**src/rtl/cxs_pkg.sv**
```systemverilog
// Notes on behaviour
// - test-file-skip-zero on a zero operand discards the fetched instruction, two cycles.
// - a skip over a two-word instruction makes the test take three cycles.
// - access-select zero addresses the access bank.
// - access-select one forms the address with the bank select register.
// - access-select zero, extensions on, operand 95 or below: indexed literal offset.
// - xor-literal: accumulator xor 8-bit immediate into accumulator, n and z updated.
// - xor-file: accumulator xor file register, n and z updated, one cycle.
// - xor-file destination bit: zero to accumulator, one back to file register.
// - standard set plus eight optional extended literal instructions; the core decodes only two (add and subtract literal to pointer).
// - extensions are active when the configuration storage is erased.
// - a configuration bit set at programming enables or disables the extensions.
// - extended instructions are literal ops on or through a file select pointer.
// - add and subtract literal to pointer have third-pointer auto-return variants.
// - table write copies the table latch into one of eight holding registers.
// - table write pointer modes: none, post-inc, post-dec, pre-inc from opcode bits.
// - table pointer bit zero selects low or high byte of the program word.
package cxs_pkg;
  localparam int unsigned  ACCESS_SPLIT   = 8'h5f;   // access bank split / indexed limit
  localparam logic [7:0]   ACC_RESET      = 8'h00;
  localparam logic [20:0]  TPTR_RESET     = 21'h000000;
  localparam logic [11:0]  PTR_RESET      = 12'h000;
  localparam logic [3:0]   BANK_RESET     = 4'h0;
  localparam logic [7:0]   HOLD_RESET     = 8'hff;   // holding registers start erased
  localparam logic         EXT_ERASED     = 1'b1;    // erased configuration cell reads one
  localparam logic [1:0]   TW_NONE        = 2'h0;
  localparam logic [1:0]   TW_POSTINC     = 2'h1;
  localparam logic [1:0]   TW_POSTDEC     = 2'h2;
  localparam logic [1:0]   TW_PREINC      = 2'h3;
  localparam int unsigned  HOLD_REGS      = 8;

  typedef enum logic [3:0] {
    CXS_EXEC  = 4'b0001,
    CXS_NOP1  = 4'b0010,
    CXS_NOP2  = 4'b0100,
    CXS_RET   = 4'b1000
  } cxs_state_t;

  // file register access request toward the data memory
  typedef struct packed {
    logic        rd;
    logic        wr;
    logic [11:0] addr;
    logic [7:0]  wdata;
  } cxs_file_req_t;

  // alu flags
  typedef struct packed {
    logic n;
    logic z;
  } cxs_flags_t;
endpackage

```
**src/rtl/cxs_core.sv**
```systemverilog
`timescale 1ns/1ps
module cxs_core
  import cxs_pkg::*;
#(
  parameter int unsigned ADDR_W = 12
) (
  input  wire logic          i_clock,
  input  wire logic          i_rst_n,
  input  wire logic          i_enable,
  input  wire logic          i_ext_cfg,       // configuration bit, erased = 1
  input  wire logic          i_valid,         // instruction word present
  input  wire logic [15:0]   i_instr,
  input  wire logic          i_next_two_word, // fetched next word is a two-word instr
  input  wire logic [7:0]    i_file_rdata,    // operand read for current address
  input  wire logic [3:0]    i_bank_sel,      // bank select register
  input  wire logic [7:0]    i_table_latch,
  output cxs_file_req_t      o_file_req,
  output logic [11:0]        o_file_addr,     // registered operand address view
  output logic [7:0]         o_accum,
  output cxs_flags_t         o_flags,
  output logic               o_flags_we,
  output logic               o_busy,          // core inserts forced no-ops
  output logic               o_flush,         // discard fetched instruction
  output logic               o_return,        // pop return address
  output logic [20:0]        o_table_pointer,
  output logic [11:0]        o_ptr0,
  output logic [11:0]        o_ptr1,
  output logic [11:0]        o_ptr2,
  output logic [7:0]         o_hold [HOLD_REGS],
  output logic               o_hold_we,
  output logic [2:0]         o_hold_idx,
  output logic               o_byte_hi        // table byte lane select
);
  // the address forming logic is written for a 12-bit data space only
  if (ADDR_W != 12) begin : g_bad_addr_w
    $error("cxs_core serves a 12-bit data address only");
  end

  // reset release through two flops
  logic rst_s1;
  logic rst_n;
  always_ff @(posedge i_clock or negedge i_rst_n) begin
    if (!i_rst_n) begin
      rst_s1 <= 1'b0;
      rst_n  <= 1'b0;
    end else begin
      rst_s1 <= 1'b1;
      rst_n  <= rst_s1;
    end
  end

  // operand address: access bank, banked, or indexed off the third pointer
  function automatic logic [11:0] form_addr(input logic a, input logic [7:0] f, input logic [3:0] bank,
                                            input logic ext, input logic [11:0] p2);
    if (a) form_addr = {bank, f};
    else if (ext && f <= 8'(ACCESS_SPLIT)) form_addr = p2 + {4'h0, f};
    else if (f <= 8'(ACCESS_SPLIT)) form_addr = {4'h0, f};
    else form_addr = {4'hf, f};
  endfunction

  function automatic cxs_flags_t nz(input logic [7:0] r);
    nz.n = r[7];
    nz.z = (r == 8'h00);
  endfunction

  // decode
  logic is_tst, is_xorl, is_xorf, is_tw, is_addp, is_subp;
  logic ext_on;
  always_comb begin
    ext_on  = i_ext_cfg;
    is_tst  = i_instr[15:9] == 7'b0110011;
    is_xorl = i_instr[15:8] == 8'h0a;
    is_xorf = i_instr[15:10] == 6'b000110;
    is_tw   = i_instr[15:2] == 14'h0003;
    is_addp = ext_on && i_instr[15:8] == 8'he8;
    is_subp = ext_on && i_instr[15:8] == 8'he9;
  end

  cxs_state_t    state, next_state;
  logic [7:0]    accum, next_accum;
  cxs_flags_t    flags, next_flags;
  logic          flags_we, next_flags_we;
  cxs_file_req_t req, next_req;
  logic [11:0]   faddr, next_faddr;
  logic          flush, next_flush;
  logic          ret, next_ret;
  logic [20:0]   tptr, next_tptr;
  logic [11:0]   ptr [3];
  logic [11:0]   next_ptr [3];
  logic [7:0]    hold [HOLD_REGS];
  logic [7:0]    next_hold [HOLD_REGS];
  logic          hold_we, next_hold_we;
  logic [2:0]    hold_idx, next_hold_idx;
  logic          byte_hi, next_byte_hi;
  logic          busy, next_busy;         // own flop so the output is not a decode of state

  // next-state for the whole execute path
  always_comb begin
    logic [11:0] ea;
    logic [7:0]  res;
    logic [20:0] tw_ptr;
    logic [11:0] lit;
    ea = form_addr(i_instr[8], i_instr[7:0], i_bank_sel, ext_on, ptr[2]);
    res = 8'h00;
    tw_ptr = tptr;
    lit = {6'h00, i_instr[5:0]};
    next_state    = state;
    next_accum    = accum;
    next_flags    = flags;
    next_flags_we = 1'b0;
    next_req      = '0;
    next_faddr    = faddr;
    next_flush    = 1'b0;
    next_ret      = 1'b0;
    next_tptr     = tptr;
    next_ptr      = ptr;
    next_hold     = hold;
    next_hold_we  = 1'b0;
    next_hold_idx = hold_idx;
    next_byte_hi  = tptr[0];
    unique case (state)
      CXS_EXEC: begin
        if (i_valid) begin
          if (is_tst) begin
            next_faddr = ea;
            if (i_file_rdata == 8'h00) begin
              next_flush = 1'b1;
              next_state = i_next_two_word ? CXS_NOP2 : CXS_NOP1;
            end
          end else if (is_xorl) begin
            res = accum ^ i_instr[7:0];
            next_accum    = res;
            next_flags    = nz(res);
            next_flags_we = 1'b1;
          end else if (is_xorf) begin
            next_faddr = ea;
            res = accum ^ i_file_rdata;
            next_flags    = nz(res);
            next_flags_we = 1'b1;
            if (i_instr[9]) begin
              next_req.wr    = 1'b1;
              next_req.addr  = ea;
              next_req.wdata = res;
            end else begin
              next_accum = res;
            end
          end else if (is_tw) begin
            if (i_instr[1:0] == TW_PREINC) tw_ptr = tptr + 21'h000001;
            next_hold[tw_ptr[2:0]] = i_table_latch;
            next_hold_idx = tw_ptr[2:0];
            next_hold_we  = 1'b1;
            next_byte_hi  = tw_ptr[0];
            unique case (i_instr[1:0])
              TW_NONE:    next_tptr = tptr;
              TW_POSTINC: next_tptr = tptr + 21'h000001;
              TW_POSTDEC: next_tptr = tptr - 21'h000001;
              TW_PREINC:  next_tptr = tw_ptr;
            endcase
            next_state = CXS_NOP1;
          end else if (is_addp || is_subp) begin
            if (i_instr[7:6] == 2'b11) begin
              next_ptr[2] = is_addp ? ptr[2] + lit : ptr[2] - lit;
              next_ret   = 1'b1;
              next_flush = 1'b1;
              next_state = CXS_RET;
            end else begin
              next_ptr[i_instr[7:6]] = is_addp ? ptr[i_instr[7:6]] + lit : ptr[i_instr[7:6]] - lit;
            end
          end
        end
      end
      CXS_NOP2: next_state = CXS_NOP1;
      CXS_NOP1: next_state = CXS_EXEC;
      CXS_RET:  next_state = CXS_EXEC;
      default:  next_state = CXS_EXEC;
    endcase
    next_req.rd = i_valid && state == CXS_EXEC && (is_tst || is_xorf);
    if (next_req.rd && !next_req.wr) next_req.addr = ea;
    next_busy = next_state != CXS_EXEC;
  end

  // state registers, frozen while the enable is low
  always_ff @(posedge i_clock or negedge rst_n) begin
    if (!rst_n) begin
      state    <= CXS_EXEC;
      accum    <= ACC_RESET;
      flags    <= '0;
      flags_we <= 1'b0;
      req      <= '0;
      faddr    <= PTR_RESET;
      flush    <= 1'b0;
      ret      <= 1'b0;
      tptr     <= TPTR_RESET;
      ptr      <= '{default: PTR_RESET};
      hold     <= '{default: HOLD_RESET};
      hold_we  <= 1'b0;
      hold_idx <= 3'h0;
      byte_hi  <= 1'b0;
      busy     <= 1'b0;
    end else if (i_enable) begin
      state    <= next_state;
      accum    <= next_accum;
      flags    <= next_flags;
      flags_we <= next_flags_we;
      req      <= next_req;
      faddr    <= next_faddr;
      flush    <= next_flush;
      ret      <= next_ret;
      tptr     <= next_tptr;
      ptr      <= next_ptr;
      hold     <= next_hold;
      hold_we  <= next_hold_we;
      hold_idx <= next_hold_idx;
      byte_hi  <= next_byte_hi;
      busy     <= next_busy;
    end
  end

  // outputs straight from flops
  assign o_file_req      = req;
  assign o_file_addr     = faddr;
  assign o_accum         = accum;
  assign o_flags         = flags;
  assign o_flags_we      = flags_we;
  assign o_busy          = busy;
  assign o_flush         = flush;
  assign o_return        = ret;
  assign o_table_pointer = tptr;
  assign o_ptr0          = ptr[0];
  assign o_ptr1          = ptr[1];
  assign o_ptr2          = ptr[2];
  assign o_hold          = hold;
  assign o_hold_we       = hold_we;
  assign o_hold_idx      = hold_idx;
  assign o_byte_hi       = byte_hi;
endmodule // cxs_core

```
**config.mk**
```make
export PLATFORM = sky130hd
export DESIGN_NAME = cxs_core
export DESIGN_NICKNAME = d
export VERILOG_FILES = /design/src/rtl/cxs_pkg.sv /design/src/rtl/cxs_core.sv
export SDC_FILE = /design/constraint.sdc
export NUM_CORES = 1
export LEC_CHECK = 0
export ABC_AREA = 0
export BUFFER_PORTS_ARGS = -buffer_cell sky130_fd_sc_hd__buf_2
export CAP_MARGIN = 20
export CORE_AREA = 2 2 154 156
export DETAILED_ROUTE_END_ITERATION = 8
export DIE_AREA = 0 0 156 158
export PLACE_DENSITY = 0.67
export REMOVE_ABC_BUFFERS = 1
export SLEW_MARGIN = 20
export SYNTH_ARGS = -nofsm -noshare
export SYNTH_HDL_FRONTEND = slang
export SYNTH_SLANG_ARGS = --single-unit
```
**constraint.sdc**
```tcl
create_clock -name i_clock -period 8.2 [get_ports i_clock]
set_input_delay 1.64 -clock i_clock [delete_from_list [all_inputs] [get_ports i_clock]]
set_output_delay 1.64 -clock i_clock [all_outputs]
set_load 0.005 [all_outputs]
```
==> flow_summary_export.csv, run 1 <==
group,metric,value,unit
setup_path,worstPathRequired,8520,ps
floorplanning,start_util,44.0,%
status,status,"finished clean",
clock_tree,cts_tree,"done",
final_layout,multi_input_comb_area,0.00522,mm^2
pwr,powerDensity,161,mW/mm^2
route,wirelength,27.9,mm
timing,fin_skew,15.6,ps
setup_path,r2r_start,"o_ptr2[0]$_DFFE_PN0P_",
final_layout,fin_cells,1508,
final_layout,num-nets-final,1286,
pwr,p_int,0.00138,W
route,drcViolationCount,0,
pwr,p_switching,0.000552,W
route,drt-initial-drc-count,503,
final_layout,fill_cells,2123,
final_layout,diodes,0,
floorplanning,die-area,0.0246,mm^2
setup_path,cp_max_fo,27,
pwr,p_leak,5.87,nW
setup_path,path_class,"in2reg",
timing,setup_viol,0,
global_routing,grt_pass1_wl,43.8,mm
clock_tree,ctsHoldBuffers,0,
timing,rsz0062_at_grt,"false",
timing,min_period_over_period,58.2,%
clock_tree,clockRootBuffer,"clkbuf_16",
setup_path,end_kind,"flip-flop",
placed_design,place_inst,1475,
timing,finalCriticalPeriod,4770,ps
setup_path,worstReg2RegEnd,"o_ptr0[10]$_DFFE_PN0P_",
global_routing,grt_start_max_net_pins,80,
pwr,clkPwrFrac,44.3,%
setup_path,r2r_setup_slack,5140,ps
timing,tns,0,ps
clock_tree,clock-sinks,180,
synthesis,ys.flop_type,"dfrtp_1",
final_layout,syn2layout_area_growth,18.8,%
synthesis,ys_seq_area_share,45.2,%
timing,hold_violations,0,
timing,worstMarginPinSlew,1070,ps
floorplanning,row_count,56,
floorplanning,core_area,0.0231,mm^2
placed_design,hpwl,20.2,mm
worst_hold_path,hold_class,"reg2async",
setup_path,slowest_delay,710,ps
floorplanning,io_pins,216,
setup_path,rr_worst_depth,10,
clock_tree,clk_path_buf_depth,2,
synthesis,synth_seq_cells,180,
global_routing,grt_overflow,0,
placed_design,dp_slack,3080,ps
timing,maxSlewViolCount,0,
pwr,switching_share,28.5,%
setup_path,worstSetupStartpointType,"primary input",
final_layout,regArea,0.00459,mm^2
floorplanning,fp.dieH,158,um
clock_tree,numCtsBuffers,17,
clock_tree,htreeDepth,4,
synthesis,async_flop_share,100,%
pwr,max-vdd-ir-drop,0.112,mV
timing,slew_headroom,28.1,%
synthesis,postSynthAreaPerCell,9.98,um^2
route,post_drt_wl_per_cell,18.5,um
run,maxCapViolCount,0,
timing,clock.fmax,210,MHz
clock_tree,clk_pin_slew,80,ps
setup_path,cp_slowest_cell,"a2111oi_0",
synthesis,synth_area,0.0101,mm^2
global_routing,grt_pass1_vias,8059,
route,drtAntennaViolNets,0,
timing,layout_setup_ws,3430,ps
route,vias,8532,
synthesis,synth-edff-count,0,
clock_tree,cts_setup_buffers,0,
synthesis,synth_cells,1016,
global_routing,antenna_found_initial,0,
floorplanning,die_x,156,um
pwr,pwr-share-seq,47.4,%
setup_path,critical_path_arrival,5090,ps
timing,whs,365,ps
final_layout,drive_above_1_share,34.0,%
synthesis,synth_cell_types,76,
placed_design,gp_congestion,0.891,
synthesis,ys_warn_count,0,
route,vias_per_cell,5.66,
pwr,power,0.00193,W
pwr,pwr-share-comb,8.3,%
placed_design,io_buffers,215,
route,firstDrtPassIters,5,
clock_tree,clk_latency,440,ps
global_routing,grt.total_usage,22.6,%
clock_tree,cts_resized,0,
setup_path,cp_cell_sequence,"buf_2 -> nor2b_1 -> nand2_1 -> o21ai_0 -> ha_1 -> fa_1 -> a21o_1 -> a2111oi_0 -> o31ai_1 -> a21oi_1 -> xnor2_1 -> mux2_2",
-- layout make-up --
class | instances | area share (%)
clock buffer | 17 | 3.53
clock inverter | 15 | 1.64
inverter | 31 | 0.966
multi-input combinational | 754 | 43.3
sequential | 180 | 38.1
tap | 290 | 3.01
timing repair buffer | 221 | 9.47
-- through the flow --
stage,util [%],instance area (um^2)
6_report,52.3,12100
5_1_grt,52.3,12100
4_1_cts,52.1,12000
3_5_place_dp,49.4,11400
3_3_place_gp,49.4,11400
2_1_floorplan,-,9910
-- cells by family (layout without fill, tap and decap cells) --
kind of cell	after synthesis	in the layout	synth area share (%)
AOI/OAI and AO/OA	269	269	16.5
xor gates and xnor gates	60	60	5.18
adders and majority gates	39	39	5.03
buffers and inverters	82	284	3.45
DFF	180	180	45.2
muxes	97	97	10.5
other	1	1	0.0370
and+or+nand+nor	288	288	14.1
-- critical path, delay by kind of cell --
family          cells  cell delay [ps]
buf+inv             1              540
xor+xnor            1              120
compound gates      5             1340
mux                 1              270
fa+ha+maj           2              660
simple gates        2              520
-- power by group through the flow --
| stage | clock network [W] | registers (W) | logic, W |
|---|---|---|---|
| after floorplan | 0 | 0.000939 | 0.0000790 |
| after global placement | 0 | 0.000933 | 0.000157 |
| after detailed placement | 0 | 0.000933 | 0.000159 |
| after CTS | 0.000874 | 0.000917 | 0.000160 |
| after global routing | 0.000915 | 0.000919 | 0.000179 |
| final | 0.000858 | 0.000916 | 0.000161 |
-- how the worst max path moves through the flow --
stage / depth (start not counted) / endpoint / from
after CTS: 12 / o_ptr1[10]$_DFFE_PN0P_ / i_instr[7]
after global placement: 12 / o_ptr1[10]$_DFFE_PN0P_ / i_instr[7]
final: 12 / o_ptr0[10]$_DFFE_PN0P_ / i_instr[7]
after floorplan: 0 / o_accum[0]$_DFFE_PN0P_ / rst_n$_DFF_PN0_
after global routing: 13 / o_ptr2[10]$_DFFE_PN0P_ / i_instr[7]
after detailed placement: 12 / o_ptr1[10]$_DFFE_PN0P_ / i_instr[7]
-- flip-flops by register name (all words and copies together), names as in the netlist, 3 cells and up --
| signal | cells |
|---|---|
| o_hold | 64 |
| o_file_req | 22 |
| o_table_pointer | 21 |
| o_file_addr | 12 |
| o_ptr0 | 12 |
| o_ptr1 | 12 |
| o_ptr2 | 12 |
| o_accum | 8 |
| state | 4 |
| o_hold_idx | 3 |
-- layer usage --
metal	vias to the layer above	share of wire, %	GRT usage, %
met5	-	0	0
li1	4065	-	-
met1	4196	43	29.1
met3	35	4.8	3.97
met4	0	1.9	6.95
met2	236	50	38.9
-- synthesized netlist by cell type, types with 7 or more instances --
cell,n,area share (%)
a21o_1,14,1.0
o21a_1,9,0.67
xor2_1,28,2.4
nor2b_1,8,0.49
inv_1,31,1.1
nor3_1,17,0.84
dfstp_2,65,17
ha_1,36,4.4
clkbuf_1,36,1.3
and3_1,8,0.49
xnor2_1,32,2.8
mux2i_1,21,2.1
dfrtp_1,115,28
a21oi_1,63,3.1
o21ai_0,92,4.5
nand4_1,13,0.80
mux2_2,76,8.4
buf_2,7,0.35
nor2_1,63,2.3
o2bb2ai_1,15,1.3
nand3_1,22,1.1
nand2_1,107,4.0
a31oi_1,12,0.74
nor4_1,13,0.80
-- placed cells by master (no fill, tap or decap), types with 17 or more instances in the layout --
cell type  Yosys  layout
a21oi_1       63      63
buf_2          7     215
clkbuf_16      0      17
dfrtp_1      115     114
dfstp_2       65      65
ha_1          36      36
inv_1         31      31
mux2_2        76      76
mux2i_1       21      21
nand2_1      107     107
nand3_1       22      22
nor2_1        63      61
nor3_1        17      17
o21ai_0       92      92
xnor2_1       32      32
xor2_1        28      28
No activity file was read; power rests on OpenSTA's default activity.
==> run 2, diff against run 1 <==
--- a/config.mk
+++ b/config.mk
@@ -11,7 +11,7 @@
 export CORE_AREA = 2 2 154 156
 export DETAILED_ROUTE_END_ITERATION = 8
 export DIE_AREA = 0 0 156 158
-export PLACE_DENSITY = 0.67
+export PLACE_DENSITY = 0.69
 export REMOVE_ABC_BUFFERS = 1
 export SLEW_MARGIN = 20
 export SYNTH_ARGS = -nofsm -noshare
==> constraint.sdc (replaced) <==
create_clock -name i_clock -period 4.2 [get_ports i_clock]
set_input_delay 0.84 -clock i_clock [delete_from_list [all_inputs] [get_ports i_clock]]
set_output_delay 0.84 -clock i_clock [all_outputs]
set_load 0.005 [all_outputs]
==> run 2 against run 1 <==
Effect of this change: global-route usage increased by 0.50 points; clock power increased by 93%; critical path depth increased by 1; flip-flop and latch count unchanged; final area increased by 1.1%; non-clock buffer count increased by 18; critical path type unchanged; combinational power increased by 97%; clock skew decreased by 3.5 ps; highest routed layer unchanged; routed wire length increased by 2.1%; count of clock-buffer cells in the layout unchanged; via count increased by 1.3%; die area unchanged.
==> flow_summary_export.csv, run 2 (synthesis gave the netlist of run 1 again) <==
group,metric,value,unit
pwr,p_leak,5.96,nW
final_layout,final_common_cell,"buf_2",
route,wirelength,28.4,mm
route,firstDrtPassIters,5,
global_routing,use_met3,3.94,%
final_layout,final_cell_mix,"buf_2, dfrtp_1, nand2_1",
status,status,"finished clean",
route,drcViolationCount,0,
worst_hold_path,hold_class,"in2async",
global_routing,busiest_layer,"met2",
pwr,pwr-share-seq,47.5,%
final_layout,drive_above_1_share,34.8,%
setup_path,path_class,"in2reg",
clock_tree,numCtsBuffers,17,
setup_path,rr_worst_depth,10,
timing,clock.fmax,273,MHz
clock_tree,clk_pin_slew,80,ps
final_layout,num-nets-final,1304,
clock_tree,htreeDepth,4,
floorplanning,die_x,156,um
final_layout,syn2layout_area_growth,20.1,%
setup_path,cp_max_fo,4,
global_routing,grt.total_usage,23.1,%
final_layout,fill_cells,2106,
floorplanning,io_pins,216,
global_routing,grt_start_max_net_pins,72,
placed_design,hpwl,20.7,mm
timing,hold_violations,0,
pwr,power,0.00377,W
timing,worstMarginPinSlew,944,ps
floorplanning,core_area,0.0231,mm^2
pwr,max-vdd-ir-drop,0.243,mV
pwr,powerDensity,310,mW/mm^2
clock_tree,clockRootBuffer,"clkbuf_16",
route,drt-initial-drc-count,495,
global_routing,grt_overflow,0,
clock_tree,cts_resized,0,
timing,tns,0,ps
pwr,clkPwrFrac,44.1,%
timing,setup_viol,0,
timing,slew_headroom,37.1,%
setup_path,worstPathRequired,4500,ps
route,post_drt_wl_per_cell,18.6,um
timing,rsz0062_at_grt,"false",
global_routing,met2_usage,39.3,%
pwr,pwr-share-comb,8.4,%
pwr,switching_share,28.4,%
placed_design,io_buffers,215,
floorplanning,die-area,0.0246,mm^2
pwr,p_int,0.00270,W
route,vias_per_cell,5.66,
timing,maxSlewViolCount,0,
route,drtAntennaViolNets,0,
floorplanning,start_util,44.0,%
setup_path,critical_path_arrival,3970,ps
clock_tree,cts_tree,"done",
clock_tree,clk_path_buf_depth,2,
global_routing,grt_pass1_vias,8330,
setup_path,worstSetupStartpointType,"primary input",
clock_tree,cts_setup_buffers,0,
pwr,p_switching,0.00107,W
clock_tree,ctsHoldBuffers,0,
global_routing,antenna_found_initial,1,
timing,finalCriticalPeriod,3670,ps
setup_path,end_kind,"flip-flop",
global_routing,grt_pass1_wl,44.7,mm
placed_design,gp_congestion,0.885,
timing,min_period_over_period,87.3,%
run,maxCapViolCount,0,
final_layout,largest_reg_flops,64,
timing,fin_skew,12.1,ps
global_routing,use_met1,29.8,%
clock_tree,clock-sinks,180,
floorplanning,row_count,56,
floorplanning,fp.dieH,158,um
route,vias,8644,
clock_tree,clk_latency,440,ps
## run 2: changes by cell type in the layout (fill, tap and decap cells not counted), sizes merged
cell	previous run	this run
buf	221	239
clkinv	5	7
clkinvlp	1	0
diode	0	1
inv	40	39
## run 2: final timing paths
| path | to | startpoint | slack (ps) |
|---|---|---|---|
| max | o_ptr2[10]$_DFFE_PN0P_ | i_instr[10] | 530 |
| min | rst_n$_DFF_PN0_ | i_rst_n | 170 |
| max reg2reg | o_ptr2[11]$_DFFE_PN0P_ | o_ptr2[1]$_DFFE_PN0P_ | 1250 |
| min reg2reg | rst_n$_DFF_PN0_ | rst_s1$_DFF_PN0_ | 360 |
| max in group asynchronous | o_hold[36]$_DFFE_PN1P_ | rst_n$_DFF_PN0_ | 2640 |
| min in group i_clock | rst_n$_DFF_PN0_ | rst_s1$_DFF_PN0_ | 360 |
## run 2: worst max-delay path, cell delays in order
cell       delay [ps]
buf_2             120
nand4b_1          200
nor4_2            380
mux2_2            460
fa_1              480
a21o_1            210
a2111oi_0         470
buf_4             190
o31ai_1            60
a21oi_1           180
xnor2_1           120
a22oi_1           150
o21ai_0           110
## run 2: layout make-up
cell class	count	area, um^2	share of cell area, %
Sequential cell	180	4590	37.7
Multi-Input combinational cell	754	5220	42.8
Clock buffer	17	425	3.49
Inverter	31	116	0.955
Clock inverter	15	199	1.63
Timing Repair Buffer	239	1270	10.4
Tap cell	290	363	2.98
Antenna cell	1	2.50	0.0205
## run 2: layer usage
metal,routed length [um],up-vias
met5,0,-
met4,778,0
met3,1550,52
met2,14100,276
met1,12000,4220
li1,-,4096
## run 2: metrics by stage
stage | hold WS (ps) | utilization [%] | cell area, um^2 | instances | setup WS (ps)
final | 172 | 52.9 | 12200 | 1527 | 534
after global routing | 152 | 52.9 | 12200 | 1527 | 423
after CTS | 156 | 52.8 | 12200 | 1526 | 557
after detailed placement | 345 | 50.1 | 11500 | 1494 | 136
after global placement | 338 | 50.1 | 11500 | 1494 | 87.1
after floorplan | 331 | - | 9910 | 965 | -1070
## run 2: power groups by stage
stage | clock (W) | combinational (W) | sequential [W]
final | 0.00166 | 0.000317 | 0.00179
after global placement | 0 | 0.000310 | 0.00183
after CTS | 0.00169 | 0.000317 | 0.00179
after global routing | 0.00176 | 0.000352 | 0.00180
after detailed placement | 0 | 0.000315 | 0.00183
after floorplan | 0 | 0.000154 | 0.00183
